--- src/design/aasc_pkg.sv ---
// Constants, register map and carrier types for the auxiliary converter sequencer.
// Assumes one modulator clock period per enabled sys_clk cycle.
package aasc_pkg;
    localparam int AASC_DW = 16;
    localparam int AASC_TW = 13;
    // Register map
    localparam logic [7:0] AASC_ADDR_SEQ_CFG = 8'h8C;
    localparam logic [7:0] AASC_ADDR_SCRATCH = 8'h8D;
    localparam logic [7:0] AASC_ADDR_OFFSET = 8'h8E;
    localparam logic [7:0] AASC_ADDR_GAIN = 8'h8F;
    localparam logic [15:0] AASC_RST_SEQ_CFG = 16'h0000;
    localparam logic [15:0] AASC_RST_SCRATCH = 16'h0000;
    localparam logic [15:0] AASC_RST_TRIM = 16'h0000;
    // Writable bit masks; everything else reads zero
    localparam logic [15:0] AASC_MASK_SEQ_CFG = 16'hC703;
    localparam logic [15:0] AASC_MASK_SCRATCH = 16'h00FF;
    // Field positions of the sequencer config
    localparam int AASC_MODE_HI = 15;
    localparam int AASC_MODE_LO = 14;
    localparam int AASC_DLY_HI = 10;
    localparam int AASC_DLY_LO = 8;
    localparam int AASC_OSR_HI = 1;
    localparam int AASC_OSR_LO = 0;
    // Start modes
    localparam logic [1:0] AASC_MODE_SINGLE = 2'h0;
    localparam logic [1:0] AASC_MODE_TRIG = 2'h1;
    // Settle and conversion lengths in modulator periods
    localparam logic [AASC_TW-1:0] AASC_SETTLE_CYC [0:7] = '{
        13'h0010, 13'h0040, 13'h0080, 13'h0100, 13'h0200, 13'h0400, 13'h0800, 13'h1000};
    localparam logic [AASC_TW-1:0] AASC_CONV_CYC [0:3] = '{13'h0180, 13'h0200, 13'h0300, 13'h0500};
    // Decimation: fixed third-order stage, then optional first-order averager
    localparam logic [6:0] AASC_SINC3_RATIO = 7'h40;
    localparam logic [3:0] AASC_SINC1_RATIO [0:3] = '{4'h1, 4'h2, 4'h4, 4'h8};
    // Gain code bit that selects gain 4 (codes 10 and 11)
    localparam int AASC_GAIN4_BIT = 1;
    localparam int AASC_TRIM_FRAC = 16;

    typedef enum logic [1:0] {AASC_IDLE, AASC_SETTLE, AASC_CONVERT} aasc_state_t;

    typedef struct packed {
        logic [1:0] mode;
        logic [2:0] delay;
        logic [1:0] osr;
    } aasc_cfg_t;

    typedef struct packed {
        logic [1:0] step;
        logic [AASC_DW-1:0] data;
    } aasc_result_t;
endpackage

--- src/design/aasc_trim.sv ---
// Offset then gain correction of one raw conversion, saturating to 16 bits.
// Assumes raw words arrive as one-cycle valid pulses from the sequencer.
module aasc_trim
    import aasc_pkg::*;
(
    input wire logic sys_clk, // 200 MHz clock
    input wire logic sys_rst, // Synchronous reset
    input wire logic ce, // Clock enable
    input wire logic clear, // Zero the output data
    input wire logic raw_valid, // Raw word present
    input wire aasc_result_t raw, // Raw word and step
    input wire logic [1:0] gain_setting, // Analog gain code of the step
    input wire logic [15:0] offset_trim, // Two's-complement offset
    input wire logic [15:0] gain_trim, // Two's-complement gain
    output aasc_result_t out_ff, // Corrected word and step
    output logic out_valid_ff // Corrected word strobe
);
    // ----------------------------------------
    // Datapath
    // ----------------------------------------
    wire logic signed [17:0] off_scaled;
    wire logic signed [17:0] diff;
    wire logic signed [17:0] factor;
    wire logic signed [35:0] product;
    wire logic signed [19:0] scaled;
    wire logic [15:0] sat;

    // At gain 4 one offset step spans two result steps
    assign off_scaled = gain_setting[AASC_GAIN4_BIT] ? 18'($signed(offset_trim)) <<< 1
                                                     : 18'($signed(offset_trim));
    assign diff = 18'($signed(raw.data)) - off_scaled;
    assign factor = 18'sh10000 + 18'($signed(gain_trim));
    assign product = diff * factor;
    assign scaled = product[35:AASC_TRIM_FRAC];
    assign sat = (scaled > 20'sh07FFF) ? 16'h7FFF :
                 (scaled < -20'sh08000) ? 16'h8000 : scaled[15:0];

    always_ff @(posedge sys_clk) begin
        if (sys_rst) begin
            out_ff <= '0;
            out_valid_ff <= 1'b0;
        end else if (ce) begin
            out_valid_ff <= raw_valid && !clear;
            if (clear) begin
                out_ff <= '0;
            end else if (raw_valid) begin
                out_ff <= '{step: raw.step, data: sat};
            end
        end
    end

    a_trim_unity: assert property (@(posedge sys_clk) disable iff (sys_rst)
        ce && raw_valid && !clear && gain_trim == 16'h0000 && offset_trim == 16'h0000
        |=> out_ff.data == $past(raw.data))
        else $error("unity trim altered the data");
endmodule

--- src/design/aasc_sequencer.sv ---
// Auxiliary converter sequencer: start modes, settling, conversion timing, trims.
// Assumes register port and trigger inputs synchronous to sys_clk; ce marks modulator periods.
// Functional notes
// - Single-shot mode: one pass per start bit
// - Start bit aborts and restarts in all modes
// - Triggered mode: ready falling edge starts pass
// - Ready edges ignored while sequence runs
// - Codes 10 and 11 repeat continuously
// - Wait selected settling delay before each enabled step
// - Oversampling code sets ratio and conversion time
// - Fixed sinc3 by 64, then sinc1
// - Reserved bits ignore writes, read zero
// - Eight spare bits plain read/write storage
// - Offset word signed, double step at gain 4 (codes 10 and 11)
// - Gain factor is one plus word/65536
// - Disable or standby clears data and counter
module aasc_sequencer
    import aasc_pkg::*;
#(
    parameter int STEPS = 4
)
(
    input wire logic sys_clk, // 200 MHz clock
    input wire logic sys_rst, // Synchronous reset, active high
    input wire logic ce, // Clock enable, freezes all state
    input wire logic reg_wr, // Register write strobe
    input wire logic reg_rd, // Register read strobe
    input wire logic [7:0] reg_addr, // Register address
    input wire logic [15:0] reg_wdata, // Register write data
    output logic [15:0] reg_rdata_ff, // Register read data
    input wire logic sequence_start_bit, // Start pulse from the control register
    input wire logic aux_converter_enable, // Converter enabled
    input wire logic standby, // Standby or power-down
    input wire logic primary_conversion_ready_n, // Primary converter ready, active low
    input wire logic [STEPS-1:0] step_enable, // Per-step enables
    input wire logic [1:0] aux_gain_setting, // Gain code of the current step
    input wire logic [15:0] conv_raw_data, // Raw word from the decimator
    output logic [1:0] aux_sequence_counter, // Current step
    output logic seq_busy, // Sequence running
    output logic mux_settling, // Settling delay in progress
    output logic [3:0] decim_sinc1_ratio, // Averaging ratio after sinc3
    output logic [6:0] decim_sinc3_ratio, // Fixed sinc3 ratio
    output aasc_result_t aux_result_ff, // Corrected result and step
    output logic aux_result_valid_ff // Result strobe
);
    // ----------------------------------------
    // Registers
    // ----------------------------------------
    logic [15:0] seq_cfg_ff;
    logic [15:0] scratch_ff;
    logic [15:0] offset_ff;
    logic [15:0] gain_ff;
    logic ready_prev_ff;
    aasc_state_t state_ff;
    aasc_state_t nxt_state;
    logic [1:0] step_ff;
    logic [1:0] nxt_step;
    logic [AASC_TW-1:0] timer_ff;
    logic [AASC_TW-1:0] nxt_timer;

    wire aasc_cfg_t cfg;
    wire logic run_ok;
    wire logic ready_fall;
    wire logic trig_start;
    wire logic seq_restart;
    wire logic step_done;
    wire logic last_step;
    wire logic continuous;
    wire logic raw_valid;
    wire logic [AASC_TW-1:0] settle_load;
    wire logic [AASC_TW-1:0] conv_load;
    wire logic [15:0] rd_mux;
    wire aasc_result_t raw_word;

    assign cfg = '{mode: seq_cfg_ff[AASC_MODE_HI:AASC_MODE_LO], delay: seq_cfg_ff[AASC_DLY_HI:AASC_DLY_LO],
                   osr: seq_cfg_ff[AASC_OSR_HI:AASC_OSR_LO]};

    always_ff @(posedge sys_clk) begin
        if (sys_rst) begin
            seq_cfg_ff <= AASC_RST_SEQ_CFG;
            scratch_ff <= AASC_RST_SCRATCH;
            offset_ff <= AASC_RST_TRIM;
            gain_ff <= AASC_RST_TRIM;
        end else if (ce && reg_wr) begin
            case (reg_addr)
                AASC_ADDR_SEQ_CFG: seq_cfg_ff <= reg_wdata & AASC_MASK_SEQ_CFG;
                AASC_ADDR_SCRATCH: scratch_ff <= reg_wdata & AASC_MASK_SCRATCH;
                AASC_ADDR_OFFSET: offset_ff <= reg_wdata;
                AASC_ADDR_GAIN: gain_ff <= reg_wdata;
                default: ;
            endcase
        end
    end

    assign rd_mux = (reg_addr == AASC_ADDR_SEQ_CFG) ? seq_cfg_ff :
                    (reg_addr == AASC_ADDR_SCRATCH) ? scratch_ff :
                    (reg_addr == AASC_ADDR_OFFSET) ? offset_ff :
                    (reg_addr == AASC_ADDR_GAIN) ? gain_ff : 16'h0000;

    always_ff @(posedge sys_clk) begin
        if (sys_rst) begin
            reg_rdata_ff <= 16'h0000;
        end else if (ce && reg_rd) begin
            reg_rdata_ff <= rd_mux;
        end
    end

    // ----------------------------------------
    // Start decoding
    // ----------------------------------------
    assign run_ok = aux_converter_enable && !standby;
    assign ready_fall = ready_prev_ff && !primary_conversion_ready_n;
    assign seq_busy = (state_ff != AASC_IDLE);
    assign trig_start = (cfg.mode == AASC_MODE_TRIG) && ready_fall && !seq_busy;
    assign seq_restart = run_ok && (sequence_start_bit || trig_start);
    assign continuous = cfg.mode[1];
    assign settle_load = AASC_SETTLE_CYC[cfg.delay] - 13'h0001;
    assign conv_load = AASC_CONV_CYC[cfg.osr] - 13'h0001;
    assign decim_sinc3_ratio = AASC_SINC3_RATIO;
    assign decim_sinc1_ratio = AASC_SINC1_RATIO[cfg.osr];
    assign last_step = (step_ff == 2'(STEPS - 1));
    assign step_done = ((state_ff == AASC_SETTLE) && !step_enable[step_ff])
                    || ((state_ff == AASC_CONVERT) && timer_ff == '0);
    assign raw_valid = run_ok && !seq_restart && (state_ff == AASC_CONVERT) && timer_ff == '0;
    assign aux_sequence_counter = step_ff;
    assign mux_settling = (state_ff == AASC_SETTLE);
    assign raw_word = '{step: step_ff, data: conv_raw_data};

    // ----------------------------------------
    // Sequencer
    // ----------------------------------------
    always_comb begin
        nxt_state = state_ff;
        nxt_step = step_ff;
        nxt_timer = (timer_ff == '0) ? timer_ff : timer_ff - 13'h0001;
        if (!run_ok) begin
            nxt_state = AASC_IDLE;
            nxt_step = 2'h0;
            nxt_timer = '0;
        end else if (seq_restart) begin
            nxt_state = AASC_SETTLE;
            nxt_step = 2'h0;
            nxt_timer = settle_load;
        end else begin
            case (state_ff)
                AASC_IDLE: ;
                AASC_SETTLE: begin
                    if (step_enable[step_ff] && timer_ff == '0) begin
                        nxt_state = AASC_CONVERT;
                        nxt_timer = conv_load;
                    end
                end
                AASC_CONVERT: ;
                default: nxt_state = AASC_IDLE;
            endcase
            if (step_done) begin
                if (!last_step) begin
                    nxt_state = AASC_SETTLE;
                    nxt_step = step_ff + 2'h1;
                    nxt_timer = settle_load;
                end else if (continuous) begin
                    nxt_state = AASC_SETTLE;
                    nxt_step = 2'h0;
                    nxt_timer = settle_load;
                end else begin
                    nxt_state = AASC_IDLE;
                    nxt_step = 2'h0;
                end
            end
        end
    end

    always_ff @(posedge sys_clk) begin
        if (sys_rst) begin
            state_ff <= AASC_IDLE;
            step_ff <= 2'h0;
            timer_ff <= '0;
            ready_prev_ff <= 1'b1;
        end else if (ce) begin
            state_ff <= nxt_state;
            step_ff <= nxt_step;
            timer_ff <= nxt_timer;
            ready_prev_ff <= primary_conversion_ready_n;
        end
    end

    aasc_trim aasc_trim_i (
        .sys_clk(sys_clk),
        .sys_rst(sys_rst),
        .ce(ce),
        .clear(!run_ok),
        .raw_valid(raw_valid),
        .raw(raw_word),
        .gain_setting(aux_gain_setting),
        .offset_trim(offset_ff),
        .gain_trim(gain_ff),
        .out_ff(aux_result_ff),
        .out_valid_ff(aux_result_valid_ff)
    );

    // ----------------------------------------
    // Checks
    // ----------------------------------------
    a_start_restart: assert property (@(posedge sys_clk) disable iff (sys_rst)
        ce && run_ok && sequence_start_bit |=> state_ff == AASC_SETTLE && step_ff == 2'h0
        && timer_ff == $past(settle_load))
        else $error("start bit did not restart the sequence");
    a_trig_start: assert property (@(posedge sys_clk) disable iff (sys_rst)
        ce && run_ok && cfg.mode == AASC_MODE_TRIG && !seq_busy && ready_fall
        |=> state_ff == AASC_SETTLE && step_ff == 2'h0)
        else $error("ready edge did not start the sequence");
    a_trig_ignored: assert property (@(posedge sys_clk) disable iff (sys_rst)
        ce && run_ok && seq_busy && ready_fall && !sequence_start_bit && !step_done && timer_ff != '0
        |=> state_ff == $past(state_ff) && step_ff == $past(step_ff) && timer_ff == $past(timer_ff) - 13'h0001)
        else $error("ready edge disturbed a running sequence");
    a_single_stop: assert property (@(posedge sys_clk) disable iff (sys_rst)
        ce && run_ok && !seq_restart && step_done && last_step && !continuous |=> state_ff == AASC_IDLE)
        else $error("single-shot sequence did not stop");
    a_cont_repeat: assert property (@(posedge sys_clk) disable iff (sys_rst)
        ce && run_ok && !seq_restart && step_done && last_step && continuous
        |=> state_ff == AASC_SETTLE && step_ff == 2'h0)
        else $error("continuous sequence did not repeat");
    a_settle_len: assert property (@(posedge sys_clk) disable iff (sys_rst)
        ce && run_ok && !seq_restart && state_ff == AASC_SETTLE && step_enable[step_ff] && timer_ff != '0
        |=> state_ff == AASC_SETTLE)
        else $error("settling cut short");
    a_conv_len: assert property (@(posedge sys_clk) disable iff (sys_rst)
        ce && run_ok && !seq_restart && state_ff == AASC_SETTLE && !step_done && nxt_state == AASC_CONVERT
        |=> timer_ff == $past(conv_load))
        else $error("conversion time wrong");
    a_cfg_reserved: assert property (@(posedge sys_clk) disable iff (sys_rst)
        ce && reg_rd && reg_addr == AASC_ADDR_SEQ_CFG |=> (reg_rdata_ff & ~AASC_MASK_SEQ_CFG) == 16'h0000)
        else $error("reserved config bits not zero");
    a_disable_clear: assert property (@(posedge sys_clk) disable iff (sys_rst)
        ce && !run_ok |=> state_ff == AASC_IDLE && step_ff == 2'h0 ##1 aux_result_ff.data == 16'h0000)
        else $error("disable did not clear counter and data");
endmodule

--- config.mk ---
export PLATFORM = sky130hd
export DESIGN_NAME = aasc_sequencer
export DESIGN_NICKNAME = d
export VERILOG_FILES = /design/src/design/aasc_pkg.sv /design/src/design/aasc_trim.sv /design/src/design/aasc_sequencer.sv
export SDC_FILE = /design/constraint.sdc
export NUM_CORES = 1
export LEC_CHECK = 0
export BUFFER_PORTS_ARGS = -buffer_cell sky130_fd_sc_hd__buf_4
export CAP_MARGIN = 10
export CORE_ASPECT_RATIO = 1.25
export CORE_MARGIN = 5
export CORE_UTILIZATION = 35
export DETAILED_ROUTE_END_ITERATION = 10
export PLACE_DENSITY_LB_ADDON = 0.15
export SETUP_SLACK_MARGIN = 0.2
export SLEW_MARGIN = 25
export SYNTH_ARGS = -nofsm -noshare
export SYNTH_HDL_FRONTEND = slang
export SYNTH_SLANG_ARGS = --single-unit
--- constraint.sdc ---
create_clock -name sys_clk -period 9.8 [get_ports sys_clk]
set_input_delay 0 -clock sys_clk [delete_from_list [all_inputs] [get_ports sys_clk]]
set_output_delay 0 -clock sys_clk [all_outputs]
set_load 0.02 [all_outputs]
Word level (Yosys, flattened, before mapping)

Memories as Yosys holds them, arrays and structs flattened.
Index checks and enable logic that the tools add are counted.

Bits in read-only memories: 104
Register bits after elaboration: 100
Word-level logic and storage cells: 109
Output and inout port bits: 50
Memories: 1

Memory list:

| name            | words | width | read ports | clocked after Yosys merged registers in | write ports | line                  | RTL |
|---|---|---|---|---|---|---|---|
| (no name shown) | 8     | 13    | 1          | 0                                       | 0           | aasc_sequencer.sv:117 | `assign settle_load = AASC_SETTLE_CYC[cfg.delay] - 13'h0001;` |

Equality and inequality tests: 12
Order comparisons: 5
Reductions and logical operators: 32
Multipliers: 1
$add $sub $neg: 6
Multiplexer cells: 38
Bitwise gates (word level): 2

Operators by type and width:

| operator                                                        | count |
|---|---|
| 2-to-1 mux 13 bit                                               | 12 |
| 2-to-1 mux 16 bit                                               | 7 |
| subtractor 13 x 1 -> 13 bit, second input constant              | 3 |
| multiplier 18 x 18 -> 36 bit                                    | 1 |
| 2-to-1 mux 18 bit                                               | 2 |
| equality test 8 bit, second input constant                      | 4 |
| binary-select mux 13 bit (select 2 bit)                         | 1 |
| greater-than comparator 20 x 16 -> 1 bit, second input constant | 1 |
| less-than comparator 20 x 16 -> 1 bit, second input constant    | 1 |
| adder 18 x 16 -> 18 bit, first input constant                   | 1 |
| subtractor 16 x 17 -> 18 bit                                    | 1 |
| 2-to-1 mux 2 bit                                                | 8 |
| logical AND 1 bit                                               | 14 |
| logical NOT 13 bit                                              | 1 |
| AND reduction 2 bit                                             | 6 |
| binary-select mux 4 bit (select 2 bit)                          | 1 |
| 2-to-1 mux 4 bit                                                | 2 |
| logical NOT 1 bit                                               | 5 |
| inequality test 5 x 2 -> 1 bit, second input constant           | 1 |
| equality test 2 x 1 -> 1 bit, second input constant             | 2 |
| equality test 2 bit, second input constant                      | 2 |
| >= comparator 4 bit, second input constant                      | 1 |
| inequality test 4 x 2 -> 1 bit, second input constant           | 1 |
| inverter 3 -> 4 bit                                             | 1 |
| other kinds (14)                                                | 17 |

Depth between registers and ports, before layout

Gate-level depths: netlist (run 1).

Depth after elaboration: 12
Gate-level depth with buffers: 38
Depth with buffers taken out: 34

Hierarchy

From an unflattened synthesis (run 1), not the netlist that was laid out.

Cell total of the unflattened synthesis: 2032
Area, all modules: 17438.0 sq um

By module, submodules not included:

| module         | times used | area each (sq um) | cells an instance |
|---|---|---|---|
| aasc_trim      | 1          | 13218.9           | 1508 |
| aasc_sequencer | 1          | 4219.0            | 524 |

Worst setup path after synthesis (run 1)

No wires, ideal clock.

Path type: input port to flip-flop
Start point: input port aux_gain_setting[1]
End point: register aasc_trim_i.out_ff[10] (netlist bit)
Buffers on the path: 5
Setup time: 127 ps
Data arrival time: 8709 ps
Slack: 964 ps
Cell stages on the path: 34
Data required time: 9673 ps
Cells stage by stage: clkbuf_1 -> clkbuf_1 -> mux2i_1 -> ha_1 -> a21o_1 -> or3_1 -> o211ai_1 -> nand3_1 -> a211o_1 -> a21oi_1 -> clkbuf_1 -> nand2_1 -> fa_1 -> inv_1 -> fa_1 -> clkbuf_1 -> inv_1 -> fa_1 -> fa_1 -> inv_1 -> fa_1 -> inv_1 -> fa_1 -> inv_1 -> ha_1 -> nand3_1 -> nand2b_1 -> o21bai_1 -> o221ai_1 -> o41ai_1 -> xnor2_1 -> o21ai_2 -> buf_4 -> o211ai_1

Cells in the longest elaborated chain, start to end: 8

Ends and longest elaborated chain:

| item                                  | line                 | RTL |
|---|---|---|
| from (decl)                           | aasc_sequencer.sv:36 | `input wire logic [1:0] aux_gain_setting,` |
| 2-to-1 mux 16 bit (*)                 | aasc_trim.sv:29      | `assign off_scaled = gain_setting[AASC_GAIN4_BIT] ? 18'($signed(offset_trim)) <<< 1` |
| subtractor 16 x 17 -> 18 bit (*)      | aasc_trim.sv:31      | `assign diff = 18'($signed(raw.data)) - off_scaled;` |
| multiplier 18 x 18 -> 36 bit (*)      | aasc_trim.sv:33      | `assign product = diff * factor;` |
| less-than comparator 20 x 16 -> 1 bit | aasc_trim.sv:36      | `(scaled < -20'sh08000) ? 16'h8000 : scaled[15:0];` |
| 2-to-1 mux 16 bit                     | aasc_trim.sv:36      |  |
| 2-to-1 mux 16 bit (*)                 | aasc_trim.sv:35      | `assign sat = (scaled > 20'sh07FFF) ? 16'h7FFF :` |
| 2-to-1 mux 18 bit (*)                 | aasc_trim.sv:46      | `end else if (raw_valid) begin` |
| 2-to-1 mux 18 bit (*)                 | aasc_trim.sv:44      | `if (clear) begin` |
| to (signal assigned)                  | aasc_trim.sv:47      | `out_ff <= '{step: raw.step, data: sat};` |
| to (decl)                             | aasc_trim.sv:15      | `output aasc_result_t out_ff,` |

Every way passes the cells marked *; elsewhere a longest branch is shown, timed or not. The select of a mux whose other input is x is not followed.
A chain may end at the register's enable or synchronous reset.

Worst setup path after layout (run 1)

Start point: register offset_ff[0]
End point: register aasc_trim_i.out_ff[14] (netlist bit)

Cells in the longest elaborated chain, start to end: 8

Ends and longest elaborated chain:

| item                                  | line                 | RTL |
|---|---|---|
| from (decl)                           | aasc_sequencer.sv:51 | `logic [15:0] offset_ff;` |
| from (signal assigned)                | aasc_sequencer.sv:88 | `AASC_ADDR_OFFSET: offset_ff <= reg_wdata;` |
| 2-to-1 mux 16 bit (*)                 | aasc_trim.sv:29      |  |
| subtractor 16 x 17 -> 18 bit (*)      | aasc_trim.sv:31      |  |
| multiplier 18 x 18 -> 36 bit (*)      | aasc_trim.sv:33      |  |
| less-than comparator 20 x 16 -> 1 bit | aasc_trim.sv:36      |  |
| 2-to-1 mux 16 bit                     | aasc_trim.sv:36      |  |
| 2-to-1 mux 16 bit (*)                 | aasc_trim.sv:35      |  |
| 2-to-1 mux 18 bit (*)                 | aasc_trim.sv:46      |  |
| 2-to-1 mux 18 bit (*)                 | aasc_trim.sv:44      |  |

Marks and branches as above.

==> run metrics, run 1 <==
status finished, final reports clean; Layout Cells excl Fill 2,668; Post-synth EDFFs 0; Setup TNS 0 ns; nets 2,497; initial antenna violation count 5; prevailing post-synth register cell dfxtp_1; Port Buffers 96; flop-to-flop setup slack around 0.82 ns; Final Max Tran Viols 0; DRC errors left 0; area delta synth->final 11.3%; sequential element share of the synthesized area between 10% and 20%; die area 52,800 µm²; TritonCTS clock tree yes; wire length of the first global-routing pass 73.8 mm; Fmax around 110 MHz; pwr/cell area 59.6 nW/µm²; Sink Count 100; Async SR Flop Fraction 0%; P_leak 9.04 nW; CP peak stage delay 0.57 ns; setup repair after global routing missed its margin no; period utilization 91.6%; Synth area leader fa_1; final hold violation count 0; Mapped Avg Cell Area 8.62 µm²; Worst Hold Class input pin to flip-flop; Hold Crit Start reg_addr[1]; Crit path arrival time between 9 and 10 ns; TritonRoute pass-1 iters 5; met2 Usage GRT 31.9%; Clk Tree Root Cell clkbuf_16; RR Startpoint offset_ff[0]; most frequent cells in the layout inv_1 (389), fa_1 (290), nand2_1 (255); final WL about 44 mm; Hold Path Sink reg_rdata_ff[2]; via count approximately 13k; Vert. Die Dim about 260 µm; top-area cell type share of the netlist area 34.3%; CP Launch Type flip-flop; Slew HR 27.8%; CTS-repair resized insts 0; worst r2r path cells 34; Setup violations, final 0; Buf/Inv on CP 6; Gate Count Post-Synth a little under 2k; GP Congestion 0.806; FF+latch count, synth 100; Routed WL per cell 16.6 µm; CP required roughly 10 ns; Vias/cell roughly 4.7; number of routed nets with antenna violations 0; Iter 0 DRT Violations 530; main area contributors after synthesis fa_1 (34%), dfxtp_1 (12%), ha_1 (9.9%); CTS buffer count 9; met1 track demand over resource 22.0%; Setup Skew 0.0175 ns; Inst Count DP approximately 2.6k; Max clock buf depth 2; core area 48,100 µm²; family with the most delay on the worst path adder cells; crit path time final 8.98 ns; maxcap violations 0; commonest non-fill, non-tap cell in the layout inv_1; Clk Latency, worst-skew pair 0.40 ns; die width slightly above 200 µm; CP Class flip-flop to flip-flop; Max FO, Critical Path 17; largest net degree at the start of global routing approximately 90; Hold WS roughly 0.14 ns; reg-to-reg critical path endpoint aasc_trim_i.out_ff[14]; clk slew on worst S/H paths about 0.08 ns; Area after DPL 18,300 µm²; Global Route met3 Usage 2.38%; starting density of the core 35.2%; H-tree Lvls 3; vias in the first global route 13.7k; hold-critical path depth 5; synth unique cells 73; Critical Path Stages 34; All-Layer GR Usage 17.5%; synthesized area between 15,000 and 20,000 µm²; IR drop worst, VDD 0.0829 mV; final instance area 18,800 µm²; busiest layer in global routing met2; io pins 105; total number of yosys warnings 0; # rows 90; CP max-delay cell fa_1; hpwl dp 36.2 mm; Worst Tran Pin Value 1.08 ns; CP dominant cell by count fa_1; ratio of cells with drive above 1 in the final layout under 10%; Crit. End Element flip-flop; total grt overflow 0
[worst reg2reg max path: cells and delay by family (launching register included)]
kind | cells | cell delay [ns]
fa+ha+maj | 9 | 4.03
compound gates | 12 | 2.34
simple gates | 6 | 1.05
buf+inv | 6 | 0.82
flops | 1 | 0.34
xor+xnor | 1 | 0.34
[cells in the mapped netlist (3+ instances only)]
cell / instances
nor2b_1: 44
o21a_1: 6
nand2_1: 255
o31ai_1: 5
a211oi_1: 9
buf_1: 6
dfxtp_1: 100
o211ai_1: 22
mux2i_1: 35
nand2b_1: 18
clkbuf_1: 95
a21oi_1: 102
xnor2_1: 34
xor2_1: 18
a22oi_1: 9
mux2_2: 24
buf_4: 9
fa_1: 290
and2_1: 114
a31oi_1: 10
ha_1: 134
a22o_1: 5
nand3_1: 13
nor2_1: 71
or3_1: 8
a21o_1: 16
o21ai_0: 30
nand4_1: 3
o21bai_1: 5
inv_1: 389
and3_1: 7
nor3_1: 17
nor4_1: 4
[per-layer routing]
metal / vias up / part of all wire [%]
met5: - / 0.11
met4: 6 / 1.5
met3: 31 / 2.7
met2: 156 / 54
met1: 6309 / 42
li1: 6152 / -
[worst max path at each step]
stage | slack, ns | start | end
floorplan | 0.96 | aux_gain_setting[1] | aasc_trim_i.out_ff[10]
global placement | 0.86 | offset_ff[0] | aasc_trim_i.out_ff[0]
detailed placement | 0.76 | aux_gain_setting[1] | aasc_trim_i.out_ff[3]
CTS | 0.73 | offset_ff[3] | aasc_trim_i.out_ff[14]
global route | 0.24 | offset_ff[0] | aasc_trim_i.out_ff[11]
finish | 0.82 | offset_ff[0] | aasc_trim_i.out_ff[14]
[state kept, by name, indices dropped and copies added, names as in the netlist]
name	flops
aux_sequence_counter	2
gain_ff	16
ready_prev_ff	1
timer_ff	13
seq_cfg_ff	7
state_ff	2
offset_ff	16
aasc_trim_i.out_ff	18
aasc_trim_i.out_valid_ff	1
reg_rdata_ff	16
scratch_ff	8
[power breakdown]
part | switching (mW) | internal [mW]
clock network | 0.213 | 0.182
registers | 0.00311 | 0.409
logic | 0.192 | 0.122
total | 0.409 | 0.713
[metrics by stage]
step / setup slack, ns / power [mW] / utilization (%)
floorplan: 0.964 / 0.629 / -
global placement: 0.864 / 0.729 / 38.0
detailed placement: 0.764 / 0.733 / 38.1
CTS: 0.733 / 1.14 / 39.1
global route: 0.241 / 1.18 / 39.1
finish: 0.819 / 1.12 / 39.1
[final cells by class]
type | count | area, µm²
Antenna cell | 1 | 2.50
Multi-Input combinational cell | 1371 | 13100
Fill cell | 4946 | 29300
Clock inverter | 7 | 80.1
Tap cell | 644 | 806
Clock buffer | 9 | 225
Inverter | 389 | 1460
Sequential cell | 100 | 2000
Timing Repair Buffer | 147 | 1180
[cells by family (layout without fill, tap and decap cells)]
group	Yosys count	after routing	synth area share, %
buffers and inverters	499	552	11.3
XOR/XNOR	52	52	2.69
flip-flops	100	100	11.8
other	2	11	0.0444
AO/OA/AOI/OAI	248	248	9.44
adder cells (fa/ha/maj)	426	426	44.4
AND/OR/NAND/NOR	575	575	16.5
multiplexers	60	60	3.80
[what timing repair did]
item / in CTS / in global routing
setup buffers: 0 / 1
endpoints found under the setup margin: 0 / 15
endpoints found under the hold margin: 53 / 0
hold buffers: 20 / 0
Note: power is estimated with default switching activity, not from simulation.
==> run 2: changes to the inputs <==
--- a/config.mk
+++ b/config.mk
@@ -5,6 +5,7 @@
 export SDC_FILE = /design/constraint.sdc
 export NUM_CORES = 1
 export LEC_CHECK = 0
+export ABC_AREA = 1
 export BUFFER_PORTS_ARGS = -buffer_cell sky130_fd_sc_hd__buf_4
 export CAP_MARGIN = 10
 export CORE_ASPECT_RATIO = 1.25
==> run 2 against run 1 <==
Compared with the run above:
- utilization is 0.073 points lower
- worst setup slack better by 0.18 ns
- clock power is 3% lower
- via count is 17% higher
- combinational power is 82% higher
- hold slack worse by 0.12 ns
- final area is 2.3% higher
- register-to-register slack better by 0.18 ns
- critical path depth is 8 higher
- sequential power is 1% higher
- global-route usage is 2.1 points higher
- first-iteration DRC count is 47% higher
==> run metrics, run 2 <==
largest register by flop count aasc_trim_i.out_ff; RR Startpoint offset_ff[1]; Clk Tree Root Cell clkbuf_16; fin util 39.1%; die area 54,300 µm²; core area 49,300 µm²; ratio of cells with drive above 1 in the final layout 7.87%; period utilization 89.8%; crit path time final 8.80 ns; synthesized area about 17,000 µm²; CP peak stage delay roughly 0.58 ns; total number of yosys warnings 0; starting density of the core between 30% and 40%; prevailing post-synth register cell dfxtp_1; Setup violations, final 0; vias in the first global route 15.6k; via count 14.8k; Vias/cell around 4.8; Gate Count Post-Synth 2,342; synth unique cells 51; Mapped Avg Cell Area 7.42 µm²; Sink Count 100; number of routed nets with antenna violations 0; Clk Latency, worst-skew pair 0.37 ns; io pins about 110; Routed WL per cell about 17 µm; commonest non-fill, non-tap cell in the layout inv_1; FF+latch count, synth 100; wire length of the first global-routing pass ~85 mm; largest net degree at the start of global routing 54; main area contributors after synthesis fa_1 (33%), dfxtp_1 (12%), inv_1 (11%); Hold WS 0.0179 ns; All-Layer GR Usage 19.7%; CP Launch Type flip-flop; Worst Hold Class input pin to flip-flop; CP required 10.09 ns; DRC errors left 0; max FFs per register 18; area occupied by multi-input gates roughly 13,000 µm²; Synth area leader fa_1; status finished, final reports clean; Iter 0 DRT Violations 781; CP dominant cell by count nand2_1; area delta synth->final 10.8%; Setup TNS 0 ns; family with the most delay on the worst path adder cells; CP Class flip-flop to flip-flop; reg-to-reg critical path endpoint aasc_trim_i.out_ff[0]; Buf/Inv on CP 10; # rows 91; initial antenna violation count 1; GP Congestion 0.897; Max FO, Critical Path 15; worst r2r path cells 42; Setup Skew 0.0213 ns; nets 2,889; Fmax 114 MHz; Slew HR 32.5%; TritonCTS clock tree yes; Final Max Tran Viols 0; die width 209 µm; hpwl dp 45.0 mm; sequential element share of the synthesized area a little under an eighth; Hold Path Sink reg_rdata_ff[14]; Async SR Flop Fraction 0%; CP max-delay cell fa_1; final WL 52.9 mm; H-tree Lvls 3; register area ~2000 µm²; clk slew on worst S/H paths 0.10 ns; Vert. Die Dim about 260 µm; Port Buffers 96; most frequent cell after synthesis inv_1; top cells by count, synth inv_1 (521), nand2_1 (498), fa_1 (290); CTS buffer count 9; Crit path arrival time 9.09 ns; pwr/cell area a little over 70 nW/µm²; flop-to-flop setup slack 1.0 ns; most frequent cells in the layout inv_1 (521), nand2_1 (498), fa_1 (289); P_leak ~10 nW; Crit. End Element flip-flop; maxcap violations 0; hold-critical path depth 4; final hold violation count 0; # diodes 0; Worst Tran Pin Value 1.01 ns; total grt overflow 0; IR drop worst, VDD 0.0798 mV; Hold Crit Start reg_addr[0]; Post-synth EDFFs 0; fillers just over 5k; TritonRoute pass-1 iters 4; Post-Place Worst Slack 0.820 ns; top-area cell type share of the netlist area 33.4%; Max clock buf depth 2; setup repair after global routing missed its margin no; setup ws final 0.998 ns
==> run 2: metrics by stage <==
| stage | cells | area, µm² | power (mW) |
|---|---|---|---|
| finish | 3066 | 19300 | 1.37 |
| detailed placement | 3029 | 18700 | 0.990 |
| global route | 3066 | 19300 | 1.47 |
| global placement | 3029 | 18700 | 0.990 |
| CTS | 3063 | 19200 | 1.39 |
| floorplan | 2350 | 17400 | 0.795 |
==> run 2: worst max path at each step <==
stage                 start  depth (start not counted)                      to
2_1_floorplan  offset_ff[1]                         44   aasc_trim_i.out_ff[3]
3_3_place_gp   offset_ff[1]                         42   aasc_trim_i.out_ff[8]
3_5_place_dp   offset_ff[1]                         42  aasc_trim_i.out_ff[11]
4_1_cts        offset_ff[1]                         42  aasc_trim_i.out_ff[11]
5_1_grt        offset_ff[1]                         42   aasc_trim_i.out_ff[8]
6_report       offset_ff[1]                         42   aasc_trim_i.out_ff[0]
==> run 2: cells by family (layout without fill, tap and decap cells) <==
family	Yosys count	after routing	synth area share [%]
adder cells (fa/ha/maj)	424	424	43.0
XOR/XNOR	40	40	2.17
AND/OR/NAND/NOR	847	847	19.7
AO/OA/AOI/OAI	304	304	9.70
buffers and inverters	625	690	13.8
flip-flops	100	100	11.5
other	2	10	0.0432
==> run 2: tightest hold or removal path: cells and delay by family <==
family,cells,cell delay [ns]
AND/OR/NAND/NOR,2,0.15
buffers and inverters,1,0.10
AO/OA/AOI/OAI,1,0.08
==> run 2: timing repair <==
item,CTS,global route
endpoints found under the setup margin,0,15
buffers inserted,0,3
gates resized for setup,0,2
hold buffers,18,0
hold endpoints to repair,43,0
==> run 2: final cells by class <==
class	instances	share of cell area, %
sequential	100	10.4
clock buffer	9	1.17
inverter	533	10.4
clock inverter	7	0.474
timing repair buffer	141	5.73
tap	651	4.23
multi-input combinational	1625	67.6
==> run 2: layer usage <==
layer | vias up | GRT usage (%) | share of wire (%)
li1 | 7159 | - | -
met1 | 7325 | 24.7 | 42
met2 | 258 | 36.3 | 53
met3 | 81 | 1.51 | 2.5
met4 | 0 | 5.33 | 3.0
met5 | - | 0 | 0
==> run 2: report_power, final <==
| part | total, mW | switching [mW] | internal [mW] |
|---|---|---|---|
| Sequential | 0.417 | 0.00553 | 0.411 |
| Clock | 0.385 | 0.200 | 0.185 |
| Combinational | 0.571 | 0.386 | 0.185 |
| Total | 1.37 | 0.591 | 0.782 |
